## src/hw/sppp_pkg.sv

```systemverilog
// constants for the shared peripheral port pin block
package sppp_pkg;
   localparam int unsigned CAN_RX_BIT = 0;
   localparam int unsigned CAN_TX_BIT = 1;
   localparam int unsigned BUS_SCL_BIT = 7;
   localparam int unsigned BUS_SDA_BIT = 6;
   localparam logic [7:0] BUS_ALWAYS_PULLUP = 8'h3f;
   localparam logic [7:0] SERIAL_LOW_PINS = 8'h0f;
   localparam logic [7:0] SERIAL_HIGH_PINS = 8'hf0;
   localparam logic [7:0] DIR_RESET = 8'h00;
   localparam logic [7:0] DATA_RESET = 8'h00;
   localparam logic CTRL_RESET = 1'b0;
endpackage

```

## src/hw/sppp_port_pins.sv

```systemverilog
// pin sharing and general-purpose i/o for the can, bus, analog, pulse, serial and timer ports
`timescale 1ns/1ps
// What this block does
// - can transmit pin: 0 dominant, 1 recessive
// - can receive on bit 0, transmit bit 1
// - can receive pins always pulled up
// - bus clock and data pins are open drain
// - disabled bus interface frees pins for gpio
// - bus clock bit 7, data bit 6
// - bus port direction bit set means output
// - bus pull-up enable; pins 0-5 always pulled
// - bus reduced drive bit, reset normal drive
// - unpowered converter leaves pins as gpio inputs
// - analog ports input only, no pad controls
// - enabled pulse channel owns its pin
// - pulse port direction bit set means output
// - pulse port pull-up bit, reset off
// - pulse port reduced drive, reset normal
// - low wire-or kills high drive pins 0-3
// - high wire-or kills high drive pins 4-7
// - serial pull-up only on gpio inputs
// - serial reduced drive weakens all pins
// - timer or accumulator enable takes timer pins
// - timer port direction bit set means output
// - timer pull-up and reduced drive, reset off
module sppp_port_pins #(
   parameter int unsigned NUM_CAN = 3,
   parameter int unsigned NUM_AD = 2,
   parameter int unsigned NUM_PULSE = 4
) (
   // system
   input wire logic ref_clk,
   input wire logic rst,
   // can ports: controller side and pins
   input wire logic [NUM_CAN-1:0] can_tx_from_ctrl,
   output logic [NUM_CAN-1:0] can_rx_to_ctrl,
   output logic [NUM_CAN-1:0] can_transmit_out,
   input wire logic [NUM_CAN-1:0] can_receive_in,
   output logic [NUM_CAN-1:0] can_receive_pullup,
   // two-wire bus port
   input wire logic bus_enable,
   input wire logic bus_scl_drive_low,
   input wire logic bus_sda_drive_low,
   output logic bus_scl_in,
   output logic bus_sda_in,
   input wire logic bus_data_wr,
   input wire logic [7:0] bus_data_wdata,
   input wire logic bus_dir_wr,
   input wire logic [7:0] bus_dir_wdata,
   input wire logic bus_pad_wr,
   input wire logic bus_pullup_wdata,
   input wire logic bus_reduced_wdata,
   output logic [7:0] bus_port_direction,
   output logic bus_port_pullup_enable,
   output logic bus_port_reduced_drive,
   output logic [7:0] bus_data_rdata,
   input wire logic [7:0] bus_pin_in,
   output logic [7:0] bus_pin_out,
   output logic [7:0] bus_pin_oe,
   output logic [7:0] bus_pin_pullup,
   output logic bus_pin_reduced,
   // analog ports
   input wire logic [NUM_AD-1:0] converter_power_up,
   input wire logic [NUM_AD-1:0][7:0] ad_pin_in,
   output logic [NUM_AD-1:0][7:0] ad_data_rdata,
   output logic [NUM_AD-1:0] ad_analog_select,
   // pulse-width port
   input wire logic [NUM_PULSE-1:0] pulse_channel_enable,
   input wire logic [NUM_PULSE-1:0] pulse_wave,
   input wire logic pulse_data_wr,
   input wire logic [NUM_PULSE-1:0] pulse_data_wdata,
   input wire logic pulse_dir_wr,
   input wire logic [NUM_PULSE-1:0] pulse_dir_wdata,
   input wire logic pulse_ctl_wr,
   input wire logic pulse_pullup_wdata,
   input wire logic pulse_reduced_wdata,
   output logic [NUM_PULSE-1:0] pulse_port_direction,
   output logic pulse_port_pullup_enable,
   output logic pulse_port_reduced_drive,
   output logic [NUM_PULSE-1:0] pulse_data_rdata,
   input wire logic [NUM_PULSE-1:0] pulse_pin_in,
   output logic [NUM_PULSE-1:0] pulse_pin_out,
   output logic [NUM_PULSE-1:0] pulse_pin_oe,
   output logic [NUM_PULSE-1:0] pulse_pin_pullup,
   output logic pulse_pin_reduced,
   // serial port
   input wire logic [7:0] serial_func_en,
   input wire logic [7:0] serial_func_oe,
   input wire logic [7:0] serial_func_out,
   input wire logic serial_wire_or_low,
   input wire logic serial_wire_or_high,
   input wire logic serial_port_pullup_enable,
   input wire logic serial_port_reduced_drive,
   input wire logic serial_data_wr,
   input wire logic [7:0] serial_data_wdata,
   input wire logic serial_dir_wr,
   input wire logic [7:0] serial_dir_wdata,
   output logic [7:0] serial_port_direction,
   output logic [7:0] serial_data_rdata,
   input wire logic [7:0] serial_pin_in,
   output logic [7:0] serial_pin_out,
   output logic [7:0] serial_pin_oe,
   output logic [7:0] serial_pin_pullup,
   output logic serial_pin_reduced,
   // timer port
   input wire logic timer_enable,
   input wire logic accumulator_enable,
   input wire logic [7:0] timer_func_oe,
   input wire logic [7:0] timer_func_out,
   input wire logic timer_data_wr,
   input wire logic [7:0] timer_data_wdata,
   input wire logic timer_dir_wr,
   input wire logic [7:0] timer_dir_wdata,
   input wire logic timer_ctl_wr,
   input wire logic timer_pullup_wdata,
   input wire logic timer_reduced_wdata,
   output logic [7:0] timer_port_direction,
   output logic timer_port_pullup_enable,
   output logic timer_port_reduced_drive,
   output logic [7:0] timer_data_rdata,
   input wire logic [7:0] timer_pin_in,
   output logic [7:0] timer_pin_out,
   output logic [7:0] timer_pin_oe,
   output logic [7:0] timer_pin_pullup,
   output logic timer_pin_reduced
);

   // refuse counts the 8-bit port logic cannot serve
   if (NUM_CAN < 1 || NUM_AD < 1 || NUM_PULSE < 1 || NUM_PULSE > 8) begin : g_bad_counts
      $error("sppp_port_pins: unsupported port counts");
   end

   logic [7:0] bus_latch;
   logic [NUM_PULSE-1:0] pulse_latch;
   logic [7:0] serial_latch;
   logic [7:0] timer_latch;
   logic timer_taken;

   // merge pin level and latch by direction
   function automatic logic [7:0] sppp_readback(input logic [7:0] dir, input logic [7:0] latch,
                                                input logic [7:0] pin);
      sppp_readback = (dir & latch) | (~dir & pin);
   endfunction

   // can: straight wiring, controller owns both pins
   always_comb begin
      can_transmit_out = can_tx_from_ctrl;
      can_rx_to_ctrl = can_receive_in;
      can_receive_pullup = '1;
   end

   // bus port registers
   always_ff @(posedge ref_clk or posedge rst) begin
      if (rst) begin
         bus_port_direction <= sppp_pkg::DIR_RESET;
         bus_latch <= sppp_pkg::DATA_RESET;
      end else begin
         if (bus_dir_wr) begin
            bus_port_direction <= bus_dir_wdata;
         end
         if (bus_data_wr) begin
            bus_latch <= bus_data_wdata;
         end
      end
   end

   // pad control register readable and writable at any time
   always_ff @(posedge ref_clk or posedge rst) begin
      if (rst) begin
         bus_port_pullup_enable <= sppp_pkg::CTRL_RESET;
         bus_port_reduced_drive <= sppp_pkg::CTRL_RESET;
      end else if (bus_pad_wr) begin
         bus_port_pullup_enable <= bus_pullup_wdata;
         bus_port_reduced_drive <= bus_reduced_wdata;
      end
   end

   always_comb begin
      bus_pin_out = bus_latch;
      bus_pin_oe = bus_port_direction;
      if (bus_enable) begin
         // open drain: only ever pull low, never drive high
         bus_pin_out[sppp_pkg::BUS_SCL_BIT] = 1'b0;
         bus_pin_out[sppp_pkg::BUS_SDA_BIT] = 1'b0;
         bus_pin_oe[sppp_pkg::BUS_SCL_BIT] = bus_scl_drive_low;
         bus_pin_oe[sppp_pkg::BUS_SDA_BIT] = bus_sda_drive_low;
      end
      bus_pin_pullup = (~bus_pin_oe & {8{bus_port_pullup_enable}}) | sppp_pkg::BUS_ALWAYS_PULLUP;
      bus_pin_reduced = bus_port_reduced_drive;
      bus_scl_in = bus_pin_in[sppp_pkg::BUS_SCL_BIT];
      bus_sda_in = bus_pin_in[sppp_pkg::BUS_SDA_BIT];
   end

   always_ff @(posedge ref_clk or posedge rst) begin
      if (rst) begin
         bus_data_rdata <= sppp_pkg::DATA_RESET;
      end else begin
         bus_data_rdata <= sppp_readback(bus_port_direction, bus_latch, bus_pin_in);
      end
   end

   // analog ports: no direction, pulls or drive control exist here
   genvar gi;
   generate
      for (gi = 0; gi < NUM_AD; gi++) begin : g_ad
         always_ff @(posedge ref_clk or posedge rst) begin
            if (rst) begin
               ad_data_rdata[gi] <= sppp_pkg::DATA_RESET;
            end else begin
               ad_data_rdata[gi] <= ad_pin_in[gi];
            end
         end
         assign ad_analog_select[gi] = converter_power_up[gi];
      end
   endgenerate

   // pulse port
   always_ff @(posedge ref_clk or posedge rst) begin
      if (rst) begin
         pulse_port_direction <= sppp_pkg::DIR_RESET[NUM_PULSE-1:0];
         pulse_latch <= sppp_pkg::DATA_RESET[NUM_PULSE-1:0];
      end else begin
         if (pulse_dir_wr) begin
            pulse_port_direction <= pulse_dir_wdata;
         end
         if (pulse_data_wr) begin
            pulse_latch <= pulse_data_wdata;
         end
      end
   end

   always_ff @(posedge ref_clk or posedge rst) begin
      if (rst) begin
         pulse_port_pullup_enable <= sppp_pkg::CTRL_RESET;
         pulse_port_reduced_drive <= sppp_pkg::CTRL_RESET;
      end else if (pulse_ctl_wr) begin
         pulse_port_pullup_enable <= pulse_pullup_wdata;
         pulse_port_reduced_drive <= pulse_reduced_wdata;
      end
   end

   always_comb begin
      // channel enable wins over the port, bit by bit
      pulse_pin_out = (pulse_channel_enable & pulse_wave) | (~pulse_channel_enable & pulse_latch);
      pulse_pin_oe = pulse_channel_enable | pulse_port_direction;
      pulse_pin_pullup = ~pulse_pin_oe & {NUM_PULSE{pulse_port_pullup_enable}};
      pulse_pin_reduced = pulse_port_reduced_drive;
   end

   always_ff @(posedge ref_clk or posedge rst) begin
      if (rst) begin
         pulse_data_rdata <= sppp_pkg::DATA_RESET[NUM_PULSE-1:0];
      end else begin
         pulse_data_rdata <= (pulse_port_direction & pulse_latch) | (~pulse_port_direction & pulse_pin_in);
      end
   end

   // serial port
   always_ff @(posedge ref_clk or posedge rst) begin
      if (rst) begin
         serial_port_direction <= sppp_pkg::DIR_RESET;
         serial_latch <= sppp_pkg::DATA_RESET;
      end else begin
         if (serial_dir_wr) begin
            serial_port_direction <= serial_dir_wdata;
         end
         if (serial_data_wr) begin
            serial_latch <= serial_data_wdata;
         end
      end
   end

   logic [7:0] serial_level;
   logic [7:0] serial_drive;
   logic [7:0] serial_wired;
   always_comb begin
      serial_level = (serial_func_en & serial_func_out) | (~serial_func_en & serial_latch);
      serial_drive = (serial_func_en & serial_func_oe) | (~serial_func_en & serial_port_direction);
      serial_wired = ({8{serial_wire_or_low}} & sppp_pkg::SERIAL_LOW_PINS)
                   | ({8{serial_wire_or_high}} & sppp_pkg::SERIAL_HIGH_PINS);
      // wire-or: a high level releases the pin instead of driving it
      serial_pin_out = serial_level;
      serial_pin_oe = serial_drive & ~(serial_wired & serial_level);
      serial_pin_pullup = ~serial_func_en & ~serial_port_direction & {8{serial_port_pullup_enable}};
      serial_pin_reduced = serial_port_reduced_drive;
   end

   always_ff @(posedge ref_clk or posedge rst) begin
      if (rst) begin
         serial_data_rdata <= sppp_pkg::DATA_RESET;
      end else begin
         serial_data_rdata <= sppp_readback(serial_port_direction, serial_latch, serial_pin_in);
      end
   end

   // timer port
   always_ff @(posedge ref_clk or posedge rst) begin
      if (rst) begin
         timer_port_direction <= sppp_pkg::DIR_RESET;
         timer_latch <= sppp_pkg::DATA_RESET;
      end else begin
         if (timer_dir_wr) begin
            timer_port_direction <= timer_dir_wdata;
         end
         if (timer_data_wr) begin
            timer_latch <= timer_data_wdata;
         end
      end
   end

   always_ff @(posedge ref_clk or posedge rst) begin
      if (rst) begin
         timer_port_pullup_enable <= sppp_pkg::CTRL_RESET;
         timer_port_reduced_drive <= sppp_pkg::CTRL_RESET;
      end else if (timer_ctl_wr) begin
         timer_port_pullup_enable <= timer_pullup_wdata;
         timer_port_reduced_drive <= timer_reduced_wdata;
      end
   end

   always_comb begin
      timer_taken = timer_enable | accumulator_enable;
      timer_pin_out = timer_taken ? timer_func_out : timer_latch;
      timer_pin_oe = timer_taken ? timer_func_oe : timer_port_direction;
      timer_pin_pullup = ~timer_pin_oe & {8{timer_port_pullup_enable}};
      timer_pin_reduced = timer_port_reduced_drive;
   end

   always_ff @(posedge ref_clk or posedge rst) begin
      if (rst) begin
         timer_data_rdata <= sppp_pkg::DATA_RESET;
      end else begin
         timer_data_rdata <= sppp_readback(timer_port_direction, timer_latch, timer_pin_in);
      end
   end

endmodule

```

## config.mk

```make
export PLATFORM = sky130hd
export DESIGN_NAME = sppp_port_pins
export DESIGN_NICKNAME = d
export VERILOG_FILES = /design/src/hw/sppp_pkg.sv /design/src/hw/sppp_port_pins.sv
export SDC_FILE = /design/constraint.sdc
export NUM_CORES = 1
export LEC_CHECK = 0
export ABC_AREA = 1
export ABC_CLOCK_PERIOD_IN_PS = 10600
export BUFFER_PORTS_ARGS = -buffer_cell sky130_fd_sc_hd__buf_2
export CAP_MARGIN = 20
export CELL_PAD_IN_SITES_DETAIL_PLACEMENT = 1
export CELL_PAD_IN_SITES_GLOBAL_PLACEMENT = 1
export CORE_AREA = 5 5 137 139
export CTS_BUF_LIST = sky130_fd_sc_hd__clkbuf_8
export DETAILED_ROUTE_END_ITERATION = 8
export DIE_AREA = 0 0 142 144
export GPL_ROUTABILITY_DRIVEN = 0
export MAX_ROUTING_LAYER = met4
export PLACE_DENSITY_LB_ADDON = 0.25
export SLEW_MARGIN = 20
export SYNTH_ARGS = -nofsm -noshare
export SYNTH_HDL_FRONTEND = slang
export SYNTH_SLANG_ARGS = --single-unit
export TNS_END_PERCENT = 20
```

## constraint.sdc

```tcl
create_clock -name ref_clk -period 10.6 [get_ports ref_clk]
set_input_delay 2.65 -clock ref_clk [delete_from_list [all_inputs] [get_ports ref_clk]]
set_output_delay 2.65 -clock ref_clk [all_outputs]
set_load 0.02 [all_outputs]
```

==> results by group, run 1 <==
Floorplan
  – Die area: 0.0204 mm^2
  – FP Rows: 49
  – Die X-Extent: 142 um
  – Area of the core: 0.0175 mm^2
  – Initial Util: 0.265
  – Die Span Y: 144 um
  – Ports: 363

Cells and area
  – Register area: 0.00265 mm^2
  – Multi-input gate area: 0.00141 mm^2
  – Filler cells: 2255
  – Fraction of layout instances using a drive strength above 1: 0.422
  – Area growth syn-to-layout: 40.5%
  – Net count, final: 1046

Synth
  – Async S/R FF share, synth: 1.00
  – Top-count cell post-synth: nand2_1
  – Mapped Area: 0.00465 mm^2
  – Commonest cells post-synth: nand2_1, dfrtp_1, o21ai_0, inv_1, buf_4
  – Top cell type's share of synthesized area: 0.571
  – Yosys Warn Count: 0
  – Ys flop type: dfrtp_1
  – Register area share after synthesis: 0.571
  – Synth area leaders: dfrtp_1, nand2_1, o21ai_0
  – Post-synthesis register bit count: 106
  – Syn_area_per_cell: 8.45 um^2
  – Mapped Cells: 550
  – Netlist cell types: 16
  – Synth area leader: dfrtp_1
  – EDFF count, synth: 0

CTS
  – Clk buf depth: 2
  – Clk_lat worst skew: 360 ps
  – CTS tree: built
  – Depth of the CTS H-tree: 3
  – Root Driver: clkbuf_8
  – CTS Hold Bufs: 0
  – Setup Buffers After CTS: 0
  – TritonCTS Sinks: 106
  – CTS buffer count: 9
  – Worst-path clk slew: 100 ps
  – Post-CTS resize count: 0

Pwr
  – Power Dens Cells: 144 mW/mm^2
  – Worst vdd ir: 0.0597 mV
  – Static leakage: 3.83 nW

Detailed routing
  – Routed length per placed instance: 15.1 um
  – Via/cell ratio: 4.16
  – Drt pass-1 iters: 4
  – Vias: 4580
  – Initial drt markers: 74
  – Drt total wl: 16600 um
  – Routed Antenna Nets: 0
  – Drt drc: 0

Worst setup path
  – Critical path arrival: 3450 ps
  – CP max stage cell: nor2_2
  – CP max stage delay: 280 ps
  – Crit path kind: in2out
  – Crit-path leading delay family: simple AND/OR/NAND/NOR gates
  – Setup crit start kind: input port
  – Critical Path RT: 7950 ps
  – Reg2reg start: pulse_port_pullup_enable
  – R2R setup slack: 9790 ps
  – CP max FO: 8
  – Worst Setup End Kind: primary output
  – R2R depth: 2
  – Crit path cell chain: buf_2 -> nor2_2 -> nand2_1 -> nand2_2 -> nor2_2 -> buf_2
  – WP buf/inv: 2
  – Worst R2R End: pulse_port_pullup_enable

GRT
  – Remaining global-route overflow: 0
  – Initial antenna violation count: 2
  – Vias in the first global route: 4736
  – GRT Resource Usage Total: 0.158
  – Largest net degree at the start of global routing: 56
  – First-pass GRT wire length: 24800 um

Timing
  – Hold Violations, Final: 0
  – RSZ-0062 raised after global routing: no
  – Crit path time final: 6100 ps
  – Final setup TNS: 0 ps
  – FMAX: 164 MHz
  – Slew headroom: 0.516
  – Setup ws final: 4500 ps
  – Final worst-path cycle share: 0.576
  – Max Slew Vio Count: 0
  – Post-Route Skew: 6.62 ps
  – # setup viols final: 0
  – Worst Max-Slew Pin Slew: 726 ps

Worst hold path
  – WHS Path Cells: 2
  – Worst hold path startpoint: pulse_latch[1]
  – Hold WC Path Type: reg2reg
  – Hold endpoint: pulse_latch[1]

Placement
  – Port buffer count: 335
  – Final HPWL DP: 14000 um
  – Place WS: 4480 ps

Run status
  – Status: complete, no violations

Job
  – Max Cap Viol: 0
[worst register-to-register path: stages, from the launching register on]
cell     delay (ps)
dfrtp_1         390
inv_1           190
o21ai_0         120
[layout make-up]
cell class,instances,area share
diodes,4,0.00153
inverters,82,0.0475
clock inverters,5,0.00441
repair buffers,336,0.258
clock buffers,11,0.0232
multi-input cells,327,0.216
flip-flops and latches,106,0.406
well taps,229,0.0439
[stage by stage]
| step | util | hold slack, ps | cells | power [mW] | cell area, um^2 |
|---|---|---|---|---|---|
| 2_1_floorplan | - | 496 | 558 | 0.615 | 4680 |
| 3_3_place_gp | 0.362 | 520 | 1080 | 0.712 | 6340 |
| 3_5_place_dp | 0.362 | 527 | 1080 | 0.717 | 6340 |
| 5_1_grt | 0.372 | 586 | 1099 | 0.999 | 6530 |
| 4_1_cts | 0.372 | 548 | 1096 | 0.961 | 6520 |
| 6_report | 0.372 | 532 | 1100 | 0.940 | 6530 |
[worst max path at each step]
stage                                   from                  end  slack (ps)  cells past startpoint
after floorplan                 timer_enable  timer_pin_pullup[5]        4610                      6
after global placement    accumulator_enable  timer_pin_pullup[3]        4500                      6
after detailed placement  accumulator_enable  timer_pin_pullup[3]        4480                      6
after CTS                 accumulator_enable  timer_pin_pullup[3]        4480                      6
after global routing      accumulator_enable  timer_pin_pullup[1]        4380                      6
final                     accumulator_enable  timer_pin_pullup[3]        4500                      6
[power by group]
part	switching (mW)	internal (mW)
logic	0.165	0.0817
clock network	0.140	0.0974
registers	0.0158	0.440
total	0.321	0.619
[per-layer routing]
layer  vias to the layer above  global-route usage  share of wire
met4                         0              0.0460          0.015
li1                       2272                   -              -
met3                        12              0.0407          0.067
met2                       181               0.272           0.52
met1                      2115               0.184           0.40
met5                         -                   -              0
[cell usage in the layout (no fill, tap or decap), drive strengths merged]
cell type and n:
diode 4, dfrtp 106, or2 4, clkbuf 11, buf 336, clkinv 5
nor2 25, o21ai 104, conb 9, nand2 177, a21oi 8, inv 82
[registers in the layout, indices dropped and copies added, names as in the netlist]
register                  flops
bus_data_rdata                8
bus_port_direction            8
timer_port_direction          8
pulse_latch                   4
pulse_data_rdata              4
bus_pin_reduced               1
pulse_port_pullup_enable      1
pulse_pin_reduced             1
serial_data_rdata             8
timer_data_rdata              8
bus_port_pullup_enable        1
ad_data_rdata                16
timer_port_pullup_enable      1
serial_latch                  8
bus_latch                     8
serial_port_direction         8
timer_pin_reduced             1
pulse_port_direction          4
timer_latch                   8
[kinds of logic (layout without fill, tap and decap cells)]
logic type	count (synthesis)	in the layout	synth area share
other cells	1	13	0.000807
buf+inv	125	434	0.133
compound gates	112	112	0.121
simple gates	206	206	0.175
flops	106	106	0.571
Note: power is estimated with default switching activity, not from simulation.
==> inputs of run 2 (changes only) <==
--- a/config.mk
+++ b/config.mk
@@ -6,15 +6,15 @@
 export NUM_CORES = 1
 export LEC_CHECK = 0
 export ABC_AREA = 1
-export ABC_CLOCK_PERIOD_IN_PS = 10600
+export ABC_CLOCK_PERIOD_IN_PS = 5800
 export BUFFER_PORTS_ARGS = -buffer_cell sky130_fd_sc_hd__buf_2
 export CAP_MARGIN = 20
 export CELL_PAD_IN_SITES_DETAIL_PLACEMENT = 1
 export CELL_PAD_IN_SITES_GLOBAL_PLACEMENT = 1
-export CORE_AREA = 5 5 137 139
+export CORE_MARGIN = 5
+export CORE_UTILIZATION = 27
 export CTS_BUF_LIST = sky130_fd_sc_hd__clkbuf_8
 export DETAILED_ROUTE_END_ITERATION = 8
-export DIE_AREA = 0 0 142 144
 export GPL_ROUTABILITY_DRIVEN = 0
 export MAX_ROUTING_LAYER = met4
 export PLACE_DENSITY_LB_ADDON = 0.25
==> constraint.sdc (replaced) <==
create_clock -name ref_clk -period 5.8 [get_ports ref_clk]
set_input_delay 1.45 -clock ref_clk [delete_from_list [all_inputs] [get_ports ref_clk]]
set_output_delay 1.45 -clock ref_clk [all_outputs]
set_load 0.02 [all_outputs]
==> results by group, run 2 (synthesis results as in run 1) <==
Worst setup path
  – Worst setup startpoint: accumulator_enable
  – Critical path arrival: 2270 ps (-1180 ps)
  – Worst R2R End: timer_data_rdata[7]
  – Reg2reg start: timer_port_direction[7]
  – R2R setup slack: 5030 ps (-4760 ps)
  – Crit path kind: in2out
  – R2R depth: 2 (unchanged)
  – Worst Setup End Kind: primary output
  – Critical Path End: timer_pin_pullup[4]
  – Critical Path RT: 4350 ps (-3600 ps)
  – Setup crit start kind: input port
  – CP max FO: 8 (unchanged)

Timing
  – Max Slew Vio Count: 0 (unchanged)
  – Crit path time final: 3720 ps
  – Final worst-path cycle share: 0.642
  – RSZ-0062 raised after global routing: no
  – Hold Violations, Final: 0 (unchanged)
  – Final setup TNS: 0 ps (unchanged)
  – Post-Route Skew: 13.8 ps (+7.20 ps)
  – # setup viols final: 0 (unchanged)
  – FMAX: 268 MHz
  – Worst Max-Slew Pin Slew: 819 ps (+92.9 ps)
  – Slew headroom: 0.454 (-0.0619)

GRT
  – Routing usage on met1: 0.191 (+0.00752)
  – First-pass GRT wire length: 25900 um (+4.5%)
  – Vias in the first global route: 4919 (+3.9%)
  – Remaining global-route overflow: 0 (unchanged)
  – Global Route met2 Usage: 0.292 (+0.0201)
  – Largest net degree at the start of global routing: 65 (+16%)
  – Met3 Track Usage GR: 0.0427 (+0.00207)
  – Top Usage Layer GRT: met2
  – Initial antenna violation count: 3 (+1)
  – GRT Resource Usage Total: 0.170 (+0.0119)

CTS
  – Root Driver: clkbuf_8
  – Worst-path clk slew: 100 ps (about the same)
  – Setup Buffers After CTS: 0 (unchanged)
  – Clk_lat worst skew: 370 ps (about the same)
  – TritonCTS Sinks: 106 (unchanged)
  – CTS buffer count: 9 (unchanged)
  – Post-CTS resize count: 0 (unchanged)
  – CTS tree: built
  – Clk buf depth: 2 (unchanged)
  – Depth of the CTS H-tree: 3 (unchanged)
  – CTS Hold Bufs: 0 (unchanged)

Detailed routing
  – Routed length per placed instance: 15.4 um (+2.2%)
  – Via/cell ratio: 4.26 (+2.3%)
  – Routed Antenna Nets: 0 (unchanged)
  – Drt pass-1 iters: 4 (unchanged)
  – Initial drt markers: 103 (+39%)
  – Vias: 4662 (+1.8%)
  – Drt drc: 0 (unchanged)
  – Drt total wl: 16900 um (+1.7%)

Cells and area
  – Most common cell after layout, fill and taps aside: buf_2
  – Most frequent cells in the layout: buf_2, nand2_1, dfrtp_1, o21ai_0, inv_1
  – Fraction of layout instances using a drive strength above 1: 0.420 (-0.00182)
  – Non-filler cells in the finished layout: 1095 (-0.45%)
  – Max reg flops: 16 (unchanged)
  – Top reg by flops: ad_data_rdata
  – Filler cells: 2204 (-2.3%)
  – Area growth syn-to-layout: 42.0%
  – Register area: 0.00265 mm^2 (unchanged)
  – Net count, final: 1046 (unchanged)
  – Multi-input gate area: 0.00141 mm^2 (unchanged)

Pwr
  – Static leakage: 3.86 nW (+0.73%)
  – Power Dens Cells: 283 mW/mm^2 (+97%)
  – Worst vdd ir: 0.131 mV (+120%)

Floorplan
  – FP Rows: 48 (-2.0%)
  – Ports: 363 (unchanged)
  – Die X-Extent: 141 um (-0.55%)
  – Area of the core: 0.0171 mm^2 (-2.4%)
  – Die Span Y: 141 um (-1.9%)
  – Initial Util: 0.272 (+0.00647)
  – Die area: 0.0199 mm^2 (-2.5%)

Job
  – Max Cap Viol: 0 (unchanged)

Placement
  – Placed Cells: 1076 (-0.37%)
  – Port buffer count: 335 (unchanged)
  – Final HPWL DP: 14100 um (+0.39%)

Run status
  – Status: complete, no violations

Worst hold path
  – Hold WC Path Type: reg2reg
  – Worst hold path startpoint: serial_latch[0]
==> run 2: changes by cell type in the layout (fill, tap and decap cells not counted) <==
cell	delta
clkbuf_8	-2
inv_1	+1
clkinvlp_4	+1
clkinv_2	-4
clkinv_4	-1
bufinv_16	+4
==> run 2: critical path: stages <==
cell and delay, ps:
buf_2 110, nor2_2 280, nand2_1 120, nand2_2 100
nor2_2 40, buf_2 160
==> run 2: per-stage QoR <==
stage               utilization  hold slack (ps)  area, um^2  power [mW]  setup WS (ps)
floorplan                     -              496        4680        1.12           1560
global placement          0.370              522        6340        1.30           2070
detailed placement        0.370              525        6340        1.31           2060
CTS                       0.385              542        6590        1.91           2060
global route              0.386              573        6600        1.98           2000
finish                    0.386              540        6600        1.87           2080
==> run 2: cell type report <==
| type | instances | share of cell area |
|---|---|---|
| timing repair buffer | 336 | 0.255 |
| antenna | 4 | 0.00152 |
| clock inverter | 6 | 0.0199 |
| inverter | 82 | 0.0470 |
| tap | 225 | 0.0426 |
| clock buffer | 9 | 0.0188 |
| multi-input combinational | 327 | 0.213 |
| sequential | 106 | 0.402 |
==> run 2: metal layers <==
layer / up-vias / wire length (um)
met2: 211 / 8560
met4: 0 / 467
met3: 26 / 1430
li1: 2268 / -
met1: 2157 / 6460
met5: - / 0
==> run 2: how the worst min path moves through the flow <==
| stage | endpoint | cells after the start | slack [ps] |
|---|---|---|---|
| floorplan | pulse_latch[0] | 2 | 500 |
| global placement | serial_latch[1] | 2 | 520 |
| detailed placement | serial_latch[0] | 2 | 520 |
| CTS | serial_latch[0] | 2 | 540 |
| global route | timer_latch[0] | 2 | 570 |
| finish | serial_latch[0] | 2 | 540 |
==> run 2: where the power goes <==
| group | internal (mW) | switching (mW) | total [mW] |
|---|---|---|---|
| registers | 0.804 | 0.0298 | 0.834 |
| logic | 0.149 | 0.303 | 0.452 |
| clock network | 0.327 | 0.254 | 0.581 |
| total | 1.28 | 0.587 | 1.87 |
==> inputs of run 3 (changes only) <==
--- a/config.mk
+++ b/config.mk
@@ -5,16 +5,16 @@
 export SDC_FILE = /design/constraint.sdc
 export NUM_CORES = 1
 export LEC_CHECK = 0
-export ABC_AREA = 1
-export ABC_CLOCK_PERIOD_IN_PS = 5800
+export ABC_AREA = 0
+export ABC_CLOCK_PERIOD_IN_PS = 3800
 export BUFFER_PORTS_ARGS = -buffer_cell sky130_fd_sc_hd__buf_2
 export CAP_MARGIN = 20
 export CELL_PAD_IN_SITES_DETAIL_PLACEMENT = 1
 export CELL_PAD_IN_SITES_GLOBAL_PLACEMENT = 1
-export CORE_MARGIN = 5
-export CORE_UTILIZATION = 27
+export CORE_AREA = 5 5 137 139
 export CTS_BUF_LIST = sky130_fd_sc_hd__clkbuf_8
 export DETAILED_ROUTE_END_ITERATION = 8
+export DIE_AREA = 0 0 142 144
 export GPL_ROUTABILITY_DRIVEN = 0
 export MAX_ROUTING_LAYER = met4
 export PLACE_DENSITY_LB_ADDON = 0.25
==> constraint.sdc (replaced) <==
create_clock -name ref_clk -period 3.8 [get_ports ref_clk]
set_input_delay 0.95 -clock ref_clk [delete_from_list [all_inputs] [get_ports ref_clk]]
set_output_delay 0.95 -clock ref_clk [all_outputs]
set_load 0.02 [all_outputs]
==> results by group, run 3 <==
Pwr
  – Int Pwr: 1.86 mW (+45%)
  – Sw frac: 0.330 (+0.0155)
  – P_sw: 0.917 mW (+56%)
  – Static leakage: 3.40 nW (-12%)
  – Logic pwr share: 0.263 (+0.021)
  – Sequential Power Share: 0.472 (+0.025)
  – Power Dens Cells: 415 mW/mm^2 (+47%)
  – Clock share of power: 0.265 (-0.046)
  – Worst vdd ir: 0.236 mV (+79%)

Timing
  – Post-Route Skew: 13.7 ps (-0.168 ps)
  – FMAX: 337 MHz
  – Crit path time final: 2970 ps
  – Final setup TNS: 0 ps (unchanged)
  – # setup viols final: 0 (unchanged)
  – Final worst-path cycle share: 0.781
  – RSZ-0062 raised after global routing: no
  – Hold Violations, Final: 0 (unchanged)
  – Slew headroom: 0.497 (+0.0432)
  – Worst Max-Slew Pin Slew: 754 ps (-64.9 ps)
  – Max Slew Vio Count: 0 (unchanged)

Worst setup path
  – Setup crit start kind: input port
  – CP max stage cell: mux2_2
  – CP max FO: 25 (+17)
  – Most frequent CP cell: buf_2
  – Critical path arrival: 2020 ps (-250 ps)
  – Crit path kind: in2out
  – Critical Path RT: 2850 ps (-1500 ps)
  – Worst Setup End Kind: primary output
  – CP max stage delay: 370 ps (+90 ps)
  – Crit path cell chain: buf_2 -> nor2_8 -> mux2_2 -> buf_2
  – R2R depth: 1 (-1)

CTS
  – CTS buffer count: 9 (unchanged)
  – CTS Hold Bufs: 0 (unchanged)
  – Post-CTS resize count: 0 (unchanged)
  – Root Driver: clkbuf_8
  – Depth of the CTS H-tree: 3 (unchanged)
  – CTS tree: built
  – Setup Buffers After CTS: 0 (unchanged)
  – Clk_lat worst skew: 380 ps (about the same)
  – TritonCTS Sinks: 106 (unchanged)
  – Worst-path clk slew: 110 ps (about the same)
  – Clk buf depth: 2 (unchanged)

Cells and area
  – Filler cells: 2054 (-6.8%)
  – Max reg flops: 16 (unchanged)
  – Most frequent cells in the layout: buf_2, mux2_2, dfrtp_1, o21ai_0, a21boi_0
  – Net count, final: 847 (-19%)
  – Utilization after layout: 0.382 (-0.00355)
  – Final instance area: 0.00670 mm^2 (+1.5%)
  – Most common cell after layout, fill and taps aside: buf_2
  – Fraction of layout instances using a drive strength above 1: 0.705 (+0.285)
  – Area growth syn-to-layout: 38.6%
  – Top reg by flops: ad_data_rdata

Floorplan
  – Die area: 0.0204 mm^2 (+2.5%)
  – Area of the core: 0.0175 mm^2 (+2.4%)
  – Ports: 363 (unchanged)
  – FP Rows: 49 (+2.1%)
  – Die X-Extent: 142 um (+0.55%)
  – Die Span Y: 144 um (+2.0%)
  – Initial Util: 0.276 (+0.00402)

Detailed routing
  – Routed Antenna Nets: 0 (unchanged)
  – Drt drc: 0 (unchanged)
  – Via/cell ratio: 4.44 (+4.3%)
  – Vias: 3996 (-14%)
  – Routed length per placed instance: 17.6 um (+14%)
  – Drt pass-1 iters: 4 (unchanged)
  – Initial drt markers: 91 (-12%)
  – Drt total wl: 15800 um (-6.3%)

Synth
  – Yosys Warn Count: 0 (unchanged)
  – Commonest cells post-synth: mux2_2, dfrtp_1, buf_4, a21boi_0, o21ai_0
  – Syn_area_per_cell: 13.6 um^2 (+61%)
  – Async S/R FF share, synth: 1.00 (unchanged)
  – Mapped Cells: 356 (-35%)
  – Post-synthesis register bit count: 106 (unchanged)
  – Top-count cell post-synth: mux2_2
  – Mapped Area: 0.00483 mm^2 (+4.0%)
  – Synth area leader: dfrtp_1
  – Top cell type's share of synthesized area: 0.549 (-0.0217)
  – Netlist cell types: 22 (+6)
  – EDFF count, synth: 0 (unchanged)
  – Ys flop type: dfrtp_1
  – Register area share after synthesis: 0.549 (-0.0217)
  – Synth area leaders: dfrtp_1, mux2_2, buf_4

GRT
  – Initial antenna violation count: 3 (unchanged)
  – Vias in the first global route: 4429 (-10%)
  – GRT Resource Usage Total: 0.154 (-0.0161)
  – First-pass GRT wire length: 23900 um (-7.4%)
  – Largest net degree at the start of global routing: 59 (-9.2%)
  – Remaining global-route overflow: 0 (unchanged)

Worst hold path
  – WHS Path Cells: 1 (-1)
  – Hold WC Path Type: reg2reg

Placement
  – Post-DP Area: 0.00648 mm^2 (+2.3%)
  – Final HPWL DP: 13100 um (-6.5%)
  – Port buffer count: 335 (unchanged)

Job
  – Max Cap Viol: 0 (unchanged)

Run status
  – Status: complete, no violations
run 3: final timing paths:
kind,startpoint,to,slack [ps]
hold / removal,pulse_latch[1],pulse_latch[1],540
hold reg to reg,pulse_latch[1],pulse_latch[1],540
min in group asynchronous,rst,ad_data_rdata[14],700
max in group asynchronous,rst,serial_data_rdata[3],2320
setup reg to reg,timer_port_pullup_enable,timer_port_pullup_enable,2880
setup / recovery,accumulator_enable,timer_pin_out[2],830
run 3: layout make-up:
class / count / area, um^2 / area share
tap: 229 / 287 / 0.0428
multi-input combinational: 199 / 1800 / 0.269
antenna: 3 / 7.51 / 0.00112
clock inverter: 7 / 85.1 / 0.0127
clock buffer: 9 / 124 / 0.0185
timing repair buffer: 336 / 1700 / 0.253
sequential: 106 / 2650 / 0.396
inverter: 11 / 43.8 / 0.00654
run 3: power groups by stage:
stage / registers, mW / logic (mW) / clock network, mW
2_1_floorplan: 1.42 / 0.386 / 0
3_3_place_gp: 1.33 / 0.731 / 0
3_5_place_dp: 1.34 / 0.744 / 0
4_1_cts: 1.32 / 0.745 / 0.792
5_1_grt: 1.33 / 0.789 / 0.825
6_report: 1.31 / 0.731 / 0.735
run 3: cell families after synthesis:
kind of cell / share of synthesized area
buffers and inverters: 0.0841
muxes: 0.256
other: 0.000776
AOI/OAI and AO/OA: 0.0735
DFF: 0.549
and+or+nand+nor: 0.0368
run 3: per-stage QoR:
step | power (mW) | cells | hold WS (ps) | worst slack [ps]
detailed placement | 2.08 | 881 | 519 | 821
global route | 2.95 | 900 | 567 | 766
CTS | 2.85 | 897 | 550 | 822
global placement | 2.07 | 881 | 505 | 850
floorplan | 1.81 | 364 | 490 | 61.1
finish | 2.78 | 900 | 542 | 833
run 3: worst max-delay path: cells and delay by family:
| kind | cells | cell delay (ps) |
|---|---|---|
| mux | 1 | 370 |
| simple gates | 1 | 270 |
| buf+inv | 2 | 420 |
run 3: routing by layer:
| metal | vias up | GRT usage | routed length, um |
|---|---|---|---|
| li1 | 1828 | - | - |
| met5 | - | - | 0 |
| met2 | 214 | 0.263 | 8040 |
| met1 | 1927 | 0.170 | 5920 |
| met3 | 27 | 0.0489 | 1550 |
| met4 | 0 | 0.0551 | 324 |
